[src/dpl_pkg.sv]
/*
  dpl_pkg: constants and carrier types for the dual probe position latch.
  Assumes a 16-bit object index bus from the fieldbus object dictionary logic.
*/
package dpl_pkg;
  localparam logic [15:0] IDX_CONTROL = 16'h60B8;
  localparam logic [15:0] IDX_STATUS = 16'h60B9;
  localparam logic [15:0] IDX_ONE_RISE = 16'h60BA;
  localparam logic [15:0] IDX_ONE_FALL = 16'h60BB;
  localparam logic [15:0] IDX_TWO_RISE = 16'h60BC;
  localparam logic [15:0] IDX_TWO_FALL = 16'h60BD;
  localparam logic [15:0] CONTROL_RESET = 16'h0000;
  localparam logic [15:0] CONTROL_MASK = 16'h3737;
  localparam logic [31:0] POSITION_RESET = 32'h00000000;
  localparam logic [31:0] READ_RESET = 32'h00000000;
  localparam int CH_TWO_BASE = 8;
  localparam int BIT_ENABLE = 0;
  localparam int BIT_CONTINUOUS = 1;
  localparam int BIT_SOURCE_INDEX = 2;
  localparam int BIT_RISE_EN = 4;
  localparam int BIT_FALL_EN = 5;
  localparam int BIT_ST_RISE_DONE = 1;
  localparam int BIT_ST_FALL_DONE = 2;
  localparam int BIT_ST_COUNT = 6;

  typedef struct packed {
    logic fall_en;
    logic rise_en;
    logic source_index;
    logic continuous;
    logic enable;
  } dpl_chan_cfg_s;

  typedef struct packed {
    logic [1:0] count;
    logic fall_done;
    logic rise_done;
    logic enable;
  } dpl_chan_st_s;

  typedef struct packed {
    logic [15:0] index;
    logic write;
    logic [31:0] wdata;
  } dpl_req_s;
endpackage

[src/dpl_latch.sv]
/*
  dpl_latch: two-channel probe position latch with its object registers.
  Assumes motor_position and the request port come from logic on clk;
  probe pins, encoder index and encoder external input are asynchronous
  and are synchronised here. Reset is synchronous and held long enough
  to flush the synchronisers.
*/
// Contract
// capture position on probe or index trigger
// two probes run together, low byte probe one
// bit1 selects single or continuous latching
// bit2 selects probe pin or index source
// bit4 enables rising edge latch
// bit5 enables falling edge latch
// bit8 enables probe two, bit9 mode
// bit10 selects probe two source
// bit12 enables probe two rising latch
// bit13 enables probe two falling latch
// status word reports probe one state
// probe one captures stored in position registers
// index or encoder external input triggers latch
// status edge done flags per probe
// continuous mode two-bit wrap counter
// probe two edges go to own registers
// synchronise, detect edge, capture same cycle
// disable clears flags, re-enable re-arms
// reserved bits ignored, read zero
module dpl_latch
  import dpl_pkg::*;
(
  input wire logic clk, // 40 MHz clock
  input wire logic reset, // synchronous, active high
  input wire dpl_pkg::dpl_req_s req, // object access request
  input wire logic req_valid, // request strobe, one cycle
  input wire logic [31:0] motor_position, // feedback position, same clock
  input wire logic probe_input_one, // probe one pin
  input wire logic probe_input_two, // probe two pin
  input wire logic encoder_index, // encoder index (c) pulse
  input wire logic encoder_external_input, // encoder external trigger input
  output logic [31:0] rdata, // read data
  output logic rvalid, // read data valid, one cycle
  output logic probe_one_hit, // probe one captured, one cycle
  output logic probe_two_hit // probe two captured, one cycle
);
  import dpl_pkg::*;

  logic [15:0] control_r;
  logic [31:0] pos_r [4];
  dpl_chan_st_s st_r [2];
  logic [3:0] s1_r;
  logic [3:0] s2_r;
  logic [3:0] s3_r;
  logic armed_r [2];
  logic [31:0] rdata_r;
  logic rvalid_r;
  logic [1:0] hit_r;

  function automatic dpl_chan_cfg_s cfg_of(input logic [7:0] b);
    dpl_chan_cfg_s c;
    c.enable = b[BIT_ENABLE];
    c.continuous = b[BIT_CONTINUOUS];
    c.source_index = b[BIT_SOURCE_INDEX];
    c.rise_en = b[BIT_RISE_EN];
    c.fall_en = b[BIT_FALL_EN];
    return c;
  endfunction

  function automatic logic [15:0] st_word(input dpl_chan_st_s s);
    logic [15:0] w;
    w = 16'h0000;
    w[BIT_ENABLE] = s.enable;
    w[BIT_ST_RISE_DONE] = s.rise_done;
    w[BIT_ST_FALL_DONE] = s.fall_done;
    w[BIT_ST_COUNT +: 2] = s.count;
    return w;
  endfunction

  // sync order: probe one, probe two, index, encoder external input
  wire [3:0] pins = {encoder_external_input, encoder_index, probe_input_two, probe_input_one};
  // rise/fall seen on s2 vs s3; s1 is only read by s2
  wire [3:0] rise = s2_r & ~s3_r;
  wire [3:0] fall = ~s2_r & s3_r;
  // index source: index pulse or encoder external input
  wire idx_rise = rise[2] | rise[3];
  wire idx_fall = fall[2] | fall[3];

  wire dpl_chan_cfg_s cfg [2];
  assign cfg[0] = cfg_of(control_r[7:0]);
  assign cfg[1] = cfg_of(control_r[15:8]);

  wire [15:0] status_word = st_word(st_r[0]) | (st_word(st_r[1]) << CH_TWO_BASE);

  // request decode: only the control object takes writes
  wire wr = req_valid & req.write;
  wire rd_req = req_valid & ~req.write;
  wire wr_ctl = wr & (req.index == IDX_CONTROL);
  wire [15:0] ctl_wdata = req.wdata[15:0] & CONTROL_MASK;
  wire [15:0] control_nxt = wr_ctl ? ctl_wdata : control_r;

  // one channel's status after this cycle
  function automatic dpl_chan_st_s st_next(
    input dpl_chan_st_s s,
    input dpl_chan_cfg_s c,
    input logic tr,
    input logic tf
  );
    dpl_chan_st_s n;
    n = s;
    if (!c.enable)
    begin
      n = '0;
    end
    else
    begin
      n.enable = 1'h1;
      if (tr)
        n.rise_done = 1'h1;
      if (tf)
        n.fall_done = 1'h1;
      if ((tr | tf) && c.continuous)
        n.count = s.count + 2'h1;
    end
    return n;
  endfunction

  // armed while disabled or continuous; a single-mode capture disarms until re-enabled
  function automatic logic arm_next(
    input logic armed,
    input dpl_chan_cfg_s c,
    input logic took
  );
    logic a;
    a = armed;
    if (!c.enable || c.continuous)
      a = 1'h1;
    else if (took)
      a = 1'h0;
    return a;
  endfunction

  // trigger per channel: own pin, or index/external input when source bit set
  wire [1:0] sel_rise;
  wire [1:0] sel_fall;
  assign sel_rise[0] = cfg[0].source_index ? idx_rise : rise[0];
  assign sel_fall[0] = cfg[0].source_index ? idx_fall : fall[0];
  assign sel_rise[1] = cfg[1].source_index ? idx_rise : rise[1];
  assign sel_fall[1] = cfg[1].source_index ? idx_fall : fall[1];

  // a channel may latch only while enabled and still armed
  wire [1:0] live;
  assign live[0] = cfg[0].enable & armed_r[0];
  assign live[1] = cfg[1].enable & armed_r[1];

  wire [1:0] take_rise;
  wire [1:0] take_fall;
  wire [1:0] take_any;
  assign take_rise[0] = live[0] & cfg[0].rise_en & sel_rise[0];
  assign take_fall[0] = live[0] & cfg[0].fall_en & sel_fall[0];
  assign take_rise[1] = live[1] & cfg[1].rise_en & sel_rise[1];
  assign take_fall[1] = live[1] & cfg[1].fall_en & sel_fall[1];
  assign take_any = take_rise | take_fall;

  wire dpl_chan_st_s st_nxt [2];
  wire armed_nxt [2];
  assign st_nxt[0] = st_next(st_r[0], cfg[0], take_rise[0], take_fall[0]);
  assign st_nxt[1] = st_next(st_r[1], cfg[1], take_rise[1], take_fall[1]);
  assign armed_nxt[0] = arm_next(armed_r[0], cfg[0], take_any[0]);
  assign armed_nxt[1] = arm_next(armed_r[1], cfg[1], take_any[1]);

  // rise fills the even slot, fall the odd slot, with the position of the take cycle
  wire [31:0] pos_nxt [4];
  assign pos_nxt[0] = take_rise[0] ? motor_position : pos_r[0];
  assign pos_nxt[1] = take_fall[0] ? motor_position : pos_r[1];
  assign pos_nxt[2] = take_rise[1] ? motor_position : pos_r[2];
  assign pos_nxt[3] = take_fall[1] ? motor_position : pos_r[3];

  logic [31:0] rd_mux;
  always_comb
  begin
    unique case (req.index)
      IDX_CONTROL: rd_mux = {16'h0000, control_r};
      IDX_STATUS: rd_mux = {16'h0000, status_word};
      IDX_ONE_RISE: rd_mux = pos_r[0];
      IDX_ONE_FALL: rd_mux = pos_r[1];
      IDX_TWO_RISE: rd_mux = pos_r[2];
      IDX_TWO_FALL: rd_mux = pos_r[3];
      default: rd_mux = 32'h00000000;
    endcase
  end

  wire [31:0] rdata_nxt = rd_req ? rd_mux : rdata_r;
  wire rvalid_nxt = rd_req;
  wire [1:0] hit_nxt = take_any;

  // two-flop synchroniser, third stage only for edge detection
  always_ff @(posedge clk)
  begin
    s1_r <= pins;
    s2_r <= s1_r;
    s3_r <= s2_r;
  end

  always_ff @(posedge clk)
  begin
    if (reset)
      control_r <= CONTROL_RESET;
    else
      control_r <= control_nxt;
  end

  // probe one positions
  always_ff @(posedge clk)
  begin
    if (reset)
    begin
      pos_r[0] <= POSITION_RESET;
      pos_r[1] <= POSITION_RESET;
    end
    else
    begin
      pos_r[0] <= pos_nxt[0];
      pos_r[1] <= pos_nxt[1];
    end
  end

  // probe two positions
  always_ff @(posedge clk)
  begin
    if (reset)
    begin
      pos_r[2] <= POSITION_RESET;
      pos_r[3] <= POSITION_RESET;
    end
    else
    begin
      pos_r[2] <= pos_nxt[2];
      pos_r[3] <= pos_nxt[3];
    end
  end

  // probe one status and arming
  always_ff @(posedge clk)
  begin
    if (reset)
    begin
      st_r[0] <= '0;
      armed_r[0] <= 1'h1;
    end
    else
    begin
      st_r[0] <= st_nxt[0];
      armed_r[0] <= armed_nxt[0];
    end
  end

  // probe two status and arming
  always_ff @(posedge clk)
  begin
    if (reset)
    begin
      st_r[1] <= '0;
      armed_r[1] <= 1'h1;
    end
    else
    begin
      st_r[1] <= st_nxt[1];
      armed_r[1] <= armed_nxt[1];
    end
  end

  always_ff @(posedge clk)
  begin
    if (reset)
      rdata_r <= READ_RESET;
    else
      rdata_r <= rdata_nxt;
  end

  always_ff @(posedge clk)
  begin
    if (reset)
      rvalid_r <= 1'h0;
    else
      rvalid_r <= rvalid_nxt;
  end

  always_ff @(posedge clk)
  begin
    if (reset)
      hit_r <= 2'h0;
    else
      hit_r <= hit_nxt;
  end

  assign rdata = rdata_r;
  assign rvalid = rvalid_r;
  assign probe_one_hit = hit_r[0];
  assign probe_two_hit = hit_r[1];
endmodule

[config.mk]
export PLATFORM = sky130hd
export DESIGN_NAME = dpl_latch
export DESIGN_NICKNAME = d
export VERILOG_FILES = /design/src/dpl_pkg.sv /design/src/dpl_latch.sv
export SDC_FILE = /design/constraint.sdc
export NUM_CORES = 1
export LEC_CHECK = 0
export ABC_CLOCK_PERIOD_IN_PS = 2300
export BUFFER_PORTS_ARGS = -buffer_cell sky130_fd_sc_hd__clkbuf_2
export CORE_MARGIN = 2
export CORE_UTILIZATION = 45
export CTS_CLUSTER_SIZE = 14
export DETAILED_ROUTE_END_ITERATION = 6
export GPL_ROUTABILITY_DRIVEN = 0
export PLACE_DENSITY = 0.68
export SETUP_SLACK_MARGIN = 0.05
export SYNTH_ARGS = -nofsm -noshare
export SYNTH_HDL_FRONTEND = slang
export SYNTH_SLANG_ARGS = --single-unit
[constraint.sdc]
create_clock -name clk -period 2.3 [get_ports clk]
set_input_delay 0.46 -clock clk [delete_from_list [all_inputs] [get_ports clk]]
set_output_delay 0.46 -clock clk [all_outputs]
set_load 0.02 [all_outputs]
# Word-level counts from Yosys, hierarchy flattened
# Memory sizes are Yosys's and may differ from the RTL's.
# Index checks and enable logic that the tools add are counted.
# W data, S select, Z words.
# totals
reg_bits	57
mem_bits_rw	140
inputBits	88
out_inout_bits	35
elab_cells	88
memories	3
# mem_list
memory	words	width	read_ports	rd_ports_with_merged_regs	write_ports	line	rtl
pos_r	4	32	4	0	4	dpl_latch.sv:48	logic [31:0] pos_r [4];
st_r	2	5	2	0	2	dpl_latch.sv:49	dpl_chan_st_s st_r [2];
armed_r	2	1	2	0	2	dpl_latch.sv:53	logic armed_r [2];
# op_classes
add_sub_neg	2
eq_ne	6
mux	32
bitwise_logic	32
reduce_logical	6
# ops
operator	count
$mux W32	8
$pmux W32 S6	1
$eq A16 B15 Y1 const B	6
$mux W5	4
$mux W1	17
$or A8 B16 Y16	1
$and A1 B1 Y1	13
$or A1 B1 Y1	12
$and A4 B4 Y4	2
$not A4 Y4	2
$add A2 B1 Y2 const B	2
$mux W2	2
$logic_and A1 B1 Y1	2
$logic_not A1 Y1	2
$logic_or A1 B1 Y1	2
$or A2 B2 Y2	1
$not A1 Y1	1

# Depth between registers and ports, before layout
# Gate-level depths: netlist of run 1.
# depth
ltp_word	10
mapped_depth	8
depth_no_buf	5

# Least setup slack after synthesis of run 1
# OpenSTA, ideal clock, no wires.
# synth_timing
path_kind	in2reg
from	input port req[42] (netlist name)
to	register rdata_r[2] (netlist: rdata[2])
setup_ns	0.080
t_arrival_ns	2.221
required_time_ns	2.220
setup_slack_ns	-0.001
stages	8
path_buffers	3
path_cell_list	or4_1 -> buf_2 -> or4_4 -> buf_6 -> buf_6 -> o22ai_2 -> a221oi_2 -> a211oi_2
# synth_between
elab_chain_len	2
word_cells_on_any_way	7
cone_classes	6 x eq/ne; 1 x mux
# synth_lines
element	line	rtl
start, declared	dpl_latch.sv:33	input wire dpl_pkg::dpl_req_s req,
$eq A16 B15 Y1	dpl_latch.sv:180	unique case (req.index)
$pmux W32 S6 (*)	dpl_latch.sv:180	
end signal, assigned	dpl_latch.sv:276	rdata_r <= rdata_nxt;
end, declared	dpl_latch.sv:54	logic [31:0] rdata_r;
# Every way passes the cells marked *; elsewhere a longest branch is shown, timed or not.
# A chain may end at the register's enable or synchronous reset.

==> run_results.csv, run 1 <==
group,metric,value,unit
placement,dp_hpwl,12200,um
synthesis,ys_types,39,
cts,clock_latency,0.44,ns
setup_path,crit_start,"control_r[10]",
synthesis,synthesis.nets,876,
setup_path,r2r-end,"pos_r[3][24]",
floorplan,pin_count,123,
timing,finalHoldViolCount,0,
setup_path,endpoint,"pos_r[3][24]",
setup_path,worstPathMaxFanout,21,
setup_path,cp.depth,5,
synthesis,synth_top_family_by_area,"multiplexers",
setup_path,worstPathRequired,2.60,ns
timing,max_freq,0.512,GHz
outcome,status,"finished clean",
cts,cts.clk_slew.worst_paths,0.07,ns
cts,cts.sinks,197,
cts,clockBufferDepth,2,
drt,met2_length,9060,um
timing,slew_viol_final,0,
timing,period_minus_slack,1.95,ns
drt,detail_route.wl_per_cell,16.6,um
final_layout,utilization,54.7,%
floorplan,coreArea,17200,um2
synthesis,synthMuxAreaShare,23.0,%
floorplan,initial_utilization,45.7,%
final_layout,final_common_cell,"dfxtp_1",
synthesis,synth.yosys.seq_area_share,50.3,%
synthesis,synth_area,7840,um2
drt,route.met3.wl,871,um
global_route,grt_pass1_vias,5839,
timing,rsz0062_at_grt,"no",
final_layout,final_net_count,969,
floorplan,fp.dieH,136,um
cts,cts_tree,"yes",
timing,tightest_slew,0.720,ns
final_layout,syn_to_final_growth,19.8,%
setup_path,cp-start-kind,"flip-flop",
synthesis,ys_ff_latch,197,
cts,post-cts-setup-buffer-count,0,
final_layout,drive_gt1_share,21.3,%
drt,finalWirelength,18500,um
placement,port_buffers,100,
final_layout,finalInstanceArea,9400,um2
global_route,grt.overflow.total,0,
floorplan,die_w,136,um
drt,firstDrtPassIters,5,
power,irDropWorstVdd,0.579,mV
cts,hold_buffers,0,
synthesis,synth_compound_area_share,9.13,%
global_route,grt_max_degree,69,
timing,clock_skew,0.00768,ns
cts,cts_buffers,17,
floorplan,rows,48,
run,maxCapViolCount,0,
setup_path,endpoint_kind,"flip-flop",
drt,vias,5837,
timing,setup_viol,0,
min_path,hp-start,"probe_input_one",
timing,tns,0,ns
synthesis,synth_xor_area_share,0,%
timing,post-route-period-util,84.9,%
min_path,hp-class,"in2reg",
drt,drtIter0Drc,320,
setup_path,reg2reg_from,"control_r[10]",
setup_path,crit_chain,"or3b_2 -> a21oi_4 -> buf_12 -> mux2i_1 -> nor2_1",
power,power_density,714,nW/um2
setup_path,path_buf_inv,1,
setup_path,path_class,"reg2reg",
floorplan,die_area,18500,um2
setup_path,arrival,2.25,ns
synthesis,synthAdderAreaFrac,0,%
setup_path,r2r_setup_slack,0.35,ns
setup_path,critPathTopFamily,"simple AND/OR/NAND/NOR gates",
power,finalPower,6.70,mW
cts,ctsResizeCount,0,
cts,root_buffer,"clkbuf_16",
global_route,antenna_found_initial,0,
global_route,grtUsageTotal,20.8,%
synthesis,synth-simple-area-share,14.2,%
drt,highest_layer,"met4",
setup_path,crit_path_max_incr_delay,0.52,ns
drt,drtAntennaViolNets,0,
drt,viasPerCell,5.22,
placement,post_dp_cell_area,8790,um2
cts,h-tree-depth,4,
global_route,grt_pass1_wl,29800,um
power,p_leak,3.45,nW
synthesis,avgSynthCellArea,9.95,um2
drt,drc,0,
synthesis,synth_warnings,0,
setup_path,reg2regPathDepth,5,
final_layout,diodes,0,
setup_path,cp_slowest_cell,"or3b_2",
final_layout,most-common-layout-cells,"dfxtp_1 (197), nor2_1 (187), mux2i_1 (180)",
timing,relSlewSlack,52.0,%
drt,wl_met1,8390,um
synthesis,syn_inst,788,
[cell usage after synthesis]
master	number	area share [%]
a211o_1	2	0.22
o22ai_2	4	0.64
a22o_1	4	0.45
buf_4	3	0.29
nand4_1	2	0.16
nand2_1	37	1.8
nand3_1	4	0.26
o22ai_1	2	0.16
or3b_2	3	0.34
mux2i_1	180	23
a211oi_1	8	0.77
clkbuf_4	1	0.096
or4bb_1	1	0.14
nand3b_1	1	0.096
o211ai_1	2	0.19
nand4bb_1	1	0.14
buf_6	3	0.43
a21oi_1	4	0.26
buf_1	7	0.34
nor4_2	2	0.32
o21ai_1	4	0.26
nor3_1	1	0.064
inv_1	2	0.096
nor4_1	2	0.16
a211oi_2	6	0.96
or4_1	2	0.19
nand4b_1	2	0.22
nor2b_1	7	0.56
or4_4	1	0.14
o21ai_0	28	1.8
or4b_2	1	0.13
clkbuf_1	31	1.5
nand2b_1	6	0.48
nor2_1	188	9.0
a221oi_2	4	0.77
buf_2	11	0.70
o2bb2ai_1	4	0.45
dfxtp_1	197	50
a221oi_1	20	2.2
[how the worst min path moves through the flow]
stage	endpoint	slack, ns	cells past startpoint
2_1_floorplan	s2_r[0]	0.31	0
3_3_place_gp	s2_r[0]	0.31	0
3_5_place_dp	s2_r[0]	0.31	0
4_1_cts	s1_r[0]	0.11	1
5_1_grt	s1_r[2]	0.11	1
6_report	s1_r[0]	0.12	1
[flip-flops by register name, indices dropped and copies added (netlist names)]
name,count
armed_r,2
pos_r,128
s2_r,4
st_r,10
rvalid,1
s1_r,4
s3_r,4
control_r,10
hit_r,2
rdata,32
[report_power, final]
group	internal (mW)	switching, mW	total, mW
clock	1.67	1.36	3.02
combinational	0.0898	0.158	0.248
sequential	3.43	0.00808	3.43
total	5.18	1.52	6.70
[cells by family after synthesis]
| logic type | count (synthesis) |
|---|---|
| multiplexers | 180 |
| buffers and inverters | 58 |
| flip-flops | 197 |
| AO/OA/AOI/OAI | 92 |
| AND/OR/NAND/NOR | 261 |
[metrics by stage]
| step | setup slack, ns | instances | hold slack, ns |
|---|---|---|---|
| floorplan | 0.0554 | 788 | 0.310 |
| global placement | -0.000442 | 1087 | 0.313 |
| detailed placement | -0.0234 | 1087 | 0.312 |
| CTS | 0.350 | 1119 | 0.106 |
| global route | 0.267 | 1119 | 0.106 |
| finish | 0.348 | 1119 | 0.124 |
[layer usage]
layer | up-vias | track usage (%)
met5 | - | 0
met4 | 0 | 7.35
met3 | 17 | 4.40
met2 | 116 | 34.9
met1 | 2777 | 26.5
li1 | 2927 | -
[area by class of cell]
type	instances	area, um2
well taps	225	282
inverters	2	7.51
repair buffers	130	853
flip-flops and latches	197	3940
clock buffers	18	439
clock inverters	14	169
fillers	1559	7780
multi-input cells	533	3700
(Power assumes the default switching activity.)
==> inputs of run 2 (changes only) <==
ABC_CLOCK_PERIOD_IN_PS = 1700   (was 2300)
clock period = 1.7 ns   (was 2.3 ns; I/O delays follow)
==> run_results.csv, run 2 (synthesis results as in run 1) <==
group,metric,value,unit
drt,detail_route.wl_per_cell,18.6,um
drt,drc,0,
drt,vias,6235,
run,maxCapViolCount,0,
final_layout,largest_reg_flops,128,
cts,h-tree-depth,4,
final_layout,diodes,0,
cts,root_buffer,"clkbuf_16",
timing,setup_slack,-0.0517,ns
drt,viasPerCell,5.32,
timing,rsz0062_at_grt,"yes",
cts,cts_tree,"yes",
cts,clock_latency,0.44,ns
setup_path,path_class,"in2reg",
cts,cts.sinks,197,
global_route,grtUsageTotal,22.5,%
final_layout,final_common_cell,"dfxtp_1",
setup_path,worstPathRequired,2.05,ns
drt,drtAntennaViolNets,0,
final_layout,drive_gt1_share,28.7,%
timing,setup_viol,5,
power,irDropWorstVdd,0.766,mV
floorplan,die_w,136,um
floorplan,fp.dieH,136,um
floorplan,die_area,18500,um2
floorplan,coreArea,17200,um2
outcome,status,"finished, violations left",
setup_path,arrival,2.10,ns
timing,tns,-0.0901,ns
min_path,hp-class,"in2reg",
final_layout,fill_cells,1462,
setup_path,cp-start-kind,"input port",
timing,slew_viol_final,0,
timing,clock_skew,0.00900,ns
floorplan,initial_utilization,45.7,%
outcome,violations,"setup timing",
cts,cts.clk_slew.worst_paths,0.07,ns
global_route,grt_max_degree,45,
timing,tightest_slew,0.455,ns
floorplan,pin_count,123,
timing,max_freq,0.571,GHz
drt,firstDrtPassIters,5,
setup_path,endpoint_kind,"flip-flop",
final_layout,largest-register,"pos_r",
setup_path,worstPathMaxFanout,7,
power,power_density,858,nW/um2
timing,hold_slack,0.133,ns
final_layout,final_net_count,1022,
drt,finalWirelength,21800,um
cts,cts_buffers,17,
timing,period_minus_slack,1.75,ns
placement,port_buffers,100,
floorplan,rows,48,
final_layout,syn_to_final_growth,32.6,%
power,p_leak,3.86,nW
timing,relSlewSlack,69.7,%
placement,dp_hpwl,12700,um
cts,clockBufferDepth,2,
global_route,grt_pass1_vias,5950,
global_route,grt.overflow.total,0,
global_route,grt_pass1_wl,32000,um
final_layout,most-common-layout-cells,"dfxtp_1 (193), mux2i_1 (179), nor2_1 (175)",
global_route,antenna_found_initial,0,
timing,finalHoldViolCount,0,
drt,drtIter0Drc,343,
timing,post-route-period-util,103,%
-- run 2: final cells by class --
type / instances / area, um2 / area share [%]
flip-flops and latches: 197 / 3950 / 38.0
clock buffers: 20 / 457 / 4.39
well taps: 225 / 282 / 2.71
clock inverters: 12 / 106 / 1.02
inverters: 2 / 7.51 / 0.0722
repair buffers: 183 / 1740 / 16.7
multi-input cells: 533 / 3860 / 37.2
-- run 2: layer usage --
metal,up-vias,track usage [%],routed length [um]
met3,18,5.26,944
met4,0,5.56,215
met2,144,37.0,10600
met5,-,0,0
li1,3045,-,-
met1,3028,29.9,10100
-- run 2: stage by stage --
stage          cell area (um2)  instances  total power, mW  setup slack, ns  util [%]
2_1_floorplan             7920        788             4.91           -0.340         -
3_3_place_gp              9030       1108             5.11           -0.391      52.6
3_5_place_dp              9030       1108             5.11           -0.412      52.6
4_1_cts                   9930       1159             8.97           0.0206      57.8
5_1_grt                  10400       1172             9.21           -0.109      60.5
6_report                 10400       1172             8.92          -0.0517      60.5
-- run 2: critical path, cell delays in order --
cell	delay [ns]
clkbuf_2	0.08
or4_4	0.55
buf_6	0.15
nor4_4	0.25
buf_4	0.19
buf_12	0.16
buf_12	0.12
a221oi_2	0.06
a211oi_2	0.20
-- run 2: where the power goes --
part | internal (mW) | total [mW] | switching (mW) | leakage (nW)
Clock | 2.01 | 3.91 | 1.90 | 0.274
Sequential | 4.63 | 4.65 | 0.0127 | 1.59
Combinational | 0.146 | 0.368 | 0.222 | 1.99
-- run 2: worst paths after layout --
kind / start / to / slack [ns] / depth (start not counted)
min reg2reg: s1_r[0] / s2_r[0] / 0.33 / 0
max: req[43] / rdata[9] / -0.05 / 9
min: req[5] / control_r[5] / 0.13 / 3
max reg2reg: s2_r[1] / pos_r[3][30] / 0.01 / 7
-- run 2: what timing repair did --
action / in CTS / in global routing
endpoints found under the hold margin: 4 / 0
cloned: 6 / 8
hold buffers: 4 / 0
pin swaps: 4 / 33
setup buffers: 9 / 5
gates resized for setup: 15 / 53
setup endpoints to repair: 65 / 126
==> inputs of run 3 (changes only) <==
CELL_PAD_IN_SITES_DETAIL_PLACEMENT = 2   (was unset)
CELL_PAD_IN_SITES_GLOBAL_PLACEMENT = 2   (was unset)
CORE_UTILIZATION = 32   (was 45)
PLACE_DENSITY = unset   (was 0.68)
PLACE_DENSITY_LB_ADDON = 0.1   (was unset)
==> run_results.csv, run 3 (synthesis results as in run 1) <==
group,metric,value,unit
run,maxCapViolCount,0,
placement,place_ws,-0.526,ns
placement,dp_hpwl,17700,um
timing,tns,-0.205,ns
setup_path,r2r_setup_slack,-0.01,ns
drt,viasPerCell,5.08,
global_route,grt_pass1_wl,42500,um
global_route,antenna_found_initial,0,
setup_path,arrival,2.13,ns
timing,setup_viol,11,
timing,period_minus_slack,1.76,ns
timing,finalHoldViolCount,0,
final_layout,final_common_cell,"dfxtp_1",
floorplan,die_w,161,um
global_route,grt_max_degree,54,
timing,post-route-period-util,104,%
floorplan,rows,57,
power,p_clk_share,43.4,%
setup_path,worstPathMaxFanout,10,
global_route,grt_pass1_vias,7151,
power,p_seq_share,52.1,%
global_route,grt.overflow.total,0,
cts,cts.sinks,197,
min_path,hp-class,"in2reg",
cts,clockBufferDepth,2,
placement,post_dp_cell_area,9160,um2
cts,h-tree-depth,4,
setup_path,cp-start-kind,"input port",
power,irDropWorstVdd,0.525,mV
floorplan,pin_count,123,
final_layout,syn_to_final_growth,34.9,%
cts,root_buffer,"clkbuf_16",
drt,drtAntennaViolNets,0,
final_layout,diodes,0,
floorplan,die_area,25800,um2
power,power_frac_comb,4.6,%
floorplan,fp.dieH,161,um
drt,vias,6496,
final_layout,final_net_count,1030,
timing,relSlewSlack,60.1,%
power,netSwitchingPower,2.22,mW
timing,max_freq,0.567,GHz
final_layout,most-common-layout-cells,"dfxtp_1 (189), nor2_1 (177), mux2i_1 (164)",
drt,finalWirelength,28700,um
placement,port_buffers,100,
drt,drc,0,
timing,hold_slack,0.136,ns
timing,clock_skew,0.00841,ns
power,power_density,844,nW/um2
timing,slew_viol_final,0,
cts,clock_latency,0.44,ns
min_path,hold_path_depth,3,
setup_path,endpoint_kind,"flip-flop",
cts,cts.clk_slew.worst_paths,0.07,ns
drt,firstDrtPassIters,4,
final_layout,largest-register,"pos_r",
setup_path,path_class,"in2reg",
final_layout,utilization,43.8,%
setup_path,reg2regPathDepth,7,
drt,detail_route.wl_per_cell,22.4,um
timing,rsz0062_at_grt,"yes",
floorplan,initial_utilization,32.4,%
power,power.share.switching,24.9,%
cts,cts_tree,"yes",
outcome,violations,"setup timing",
final_layout,finalInstanceArea,10600,um2
cts,cts_buffers,17,
drt,drtIter0Drc,262,
final_layout,largest_reg_flops,128,
power,p_leak,3.89,nW
timing,setup_slack,-0.0632,ns
power,p_int,6.71,mW
final_layout,fill_cells,2531,
floorplan,coreArea,24200,um2
outcome,status,"finished, violations left",
final_layout,drive_gt1_share,30.6,%
global_route,grtUsageTotal,21.6,%
setup_path,worstPathRequired,2.06,ns
timing,tightest_slew,0.599,ns
[run 3: final timing paths]
kind,to,startpoint
min,control_r[2],req[2]
min reg2reg,s2_r[2],s1_r[2]
max reg2reg,pos_r[3][29],s2_r[1]
max,rdata[14],req[42]
[run 3: through the flow]
step / cells / total power, mW
final: 1279 / 8.93
after global routing: 1279 / 9.27
after CTS: 1266 / 9.01
after detailed placement: 1212 / 5.13
after global placement: 1212 / 5.12
after floorplan: 788 / 4.91
[run 3: power groups by stage]
stage | sequential, mW | clock, mW | combinational (mW)
floorplan | 4.76 | 0 | 0.148
global placement | 4.76 | 0 | 0.361
detailed placement | 4.76 | 0 | 0.378
CTS | 4.65 | 3.95 | 0.403
global route | 4.65 | 4.17 | 0.439
finish | 4.65 | 3.87 | 0.407
[run 3: critical path, cell delays in order]
cell	delay [ns]
clkbuf_2	0.08
or4_4	0.59
or4_4	0.57
o2bb2ai_1	0.31
a211oi_2	0.06
o21ai_1	0.15
[run 3: metal layers]
layer  GRT usage (%)  vias to the layer above  routed length (um)
met5               0                        -                   0
met4            4.22                        0                 320
met3            3.67                       22                 856
met2            39.2                      106               14300
met1            27.1                     3315               13200
li1                -                     3053                   -
[run 3: what timing repair did]
item,in CTS,in global routing
hold buffers,4,0
pin swaps,6,11
gates resized for setup,50,39
gates cloned,6,9
buffers inserted,13,5
endpoints found under the hold margin,4,0
setup endpoints to repair,144,130
[run 3: area by class of cell]
cell class | instances | area, um2 | area share (%)
flip-flops and latches | 197 | 3950 | 37.4
multi-input cells | 533 | 3920 | 37.0
repair buffers | 191 | 1750 | 16.5
clock buffers | 18 | 429 | 4.06
well taps | 324 | 405 | 3.83
clock inverters | 14 | 116 | 1.10
inverters | 2 | 7.51 | 0.0710
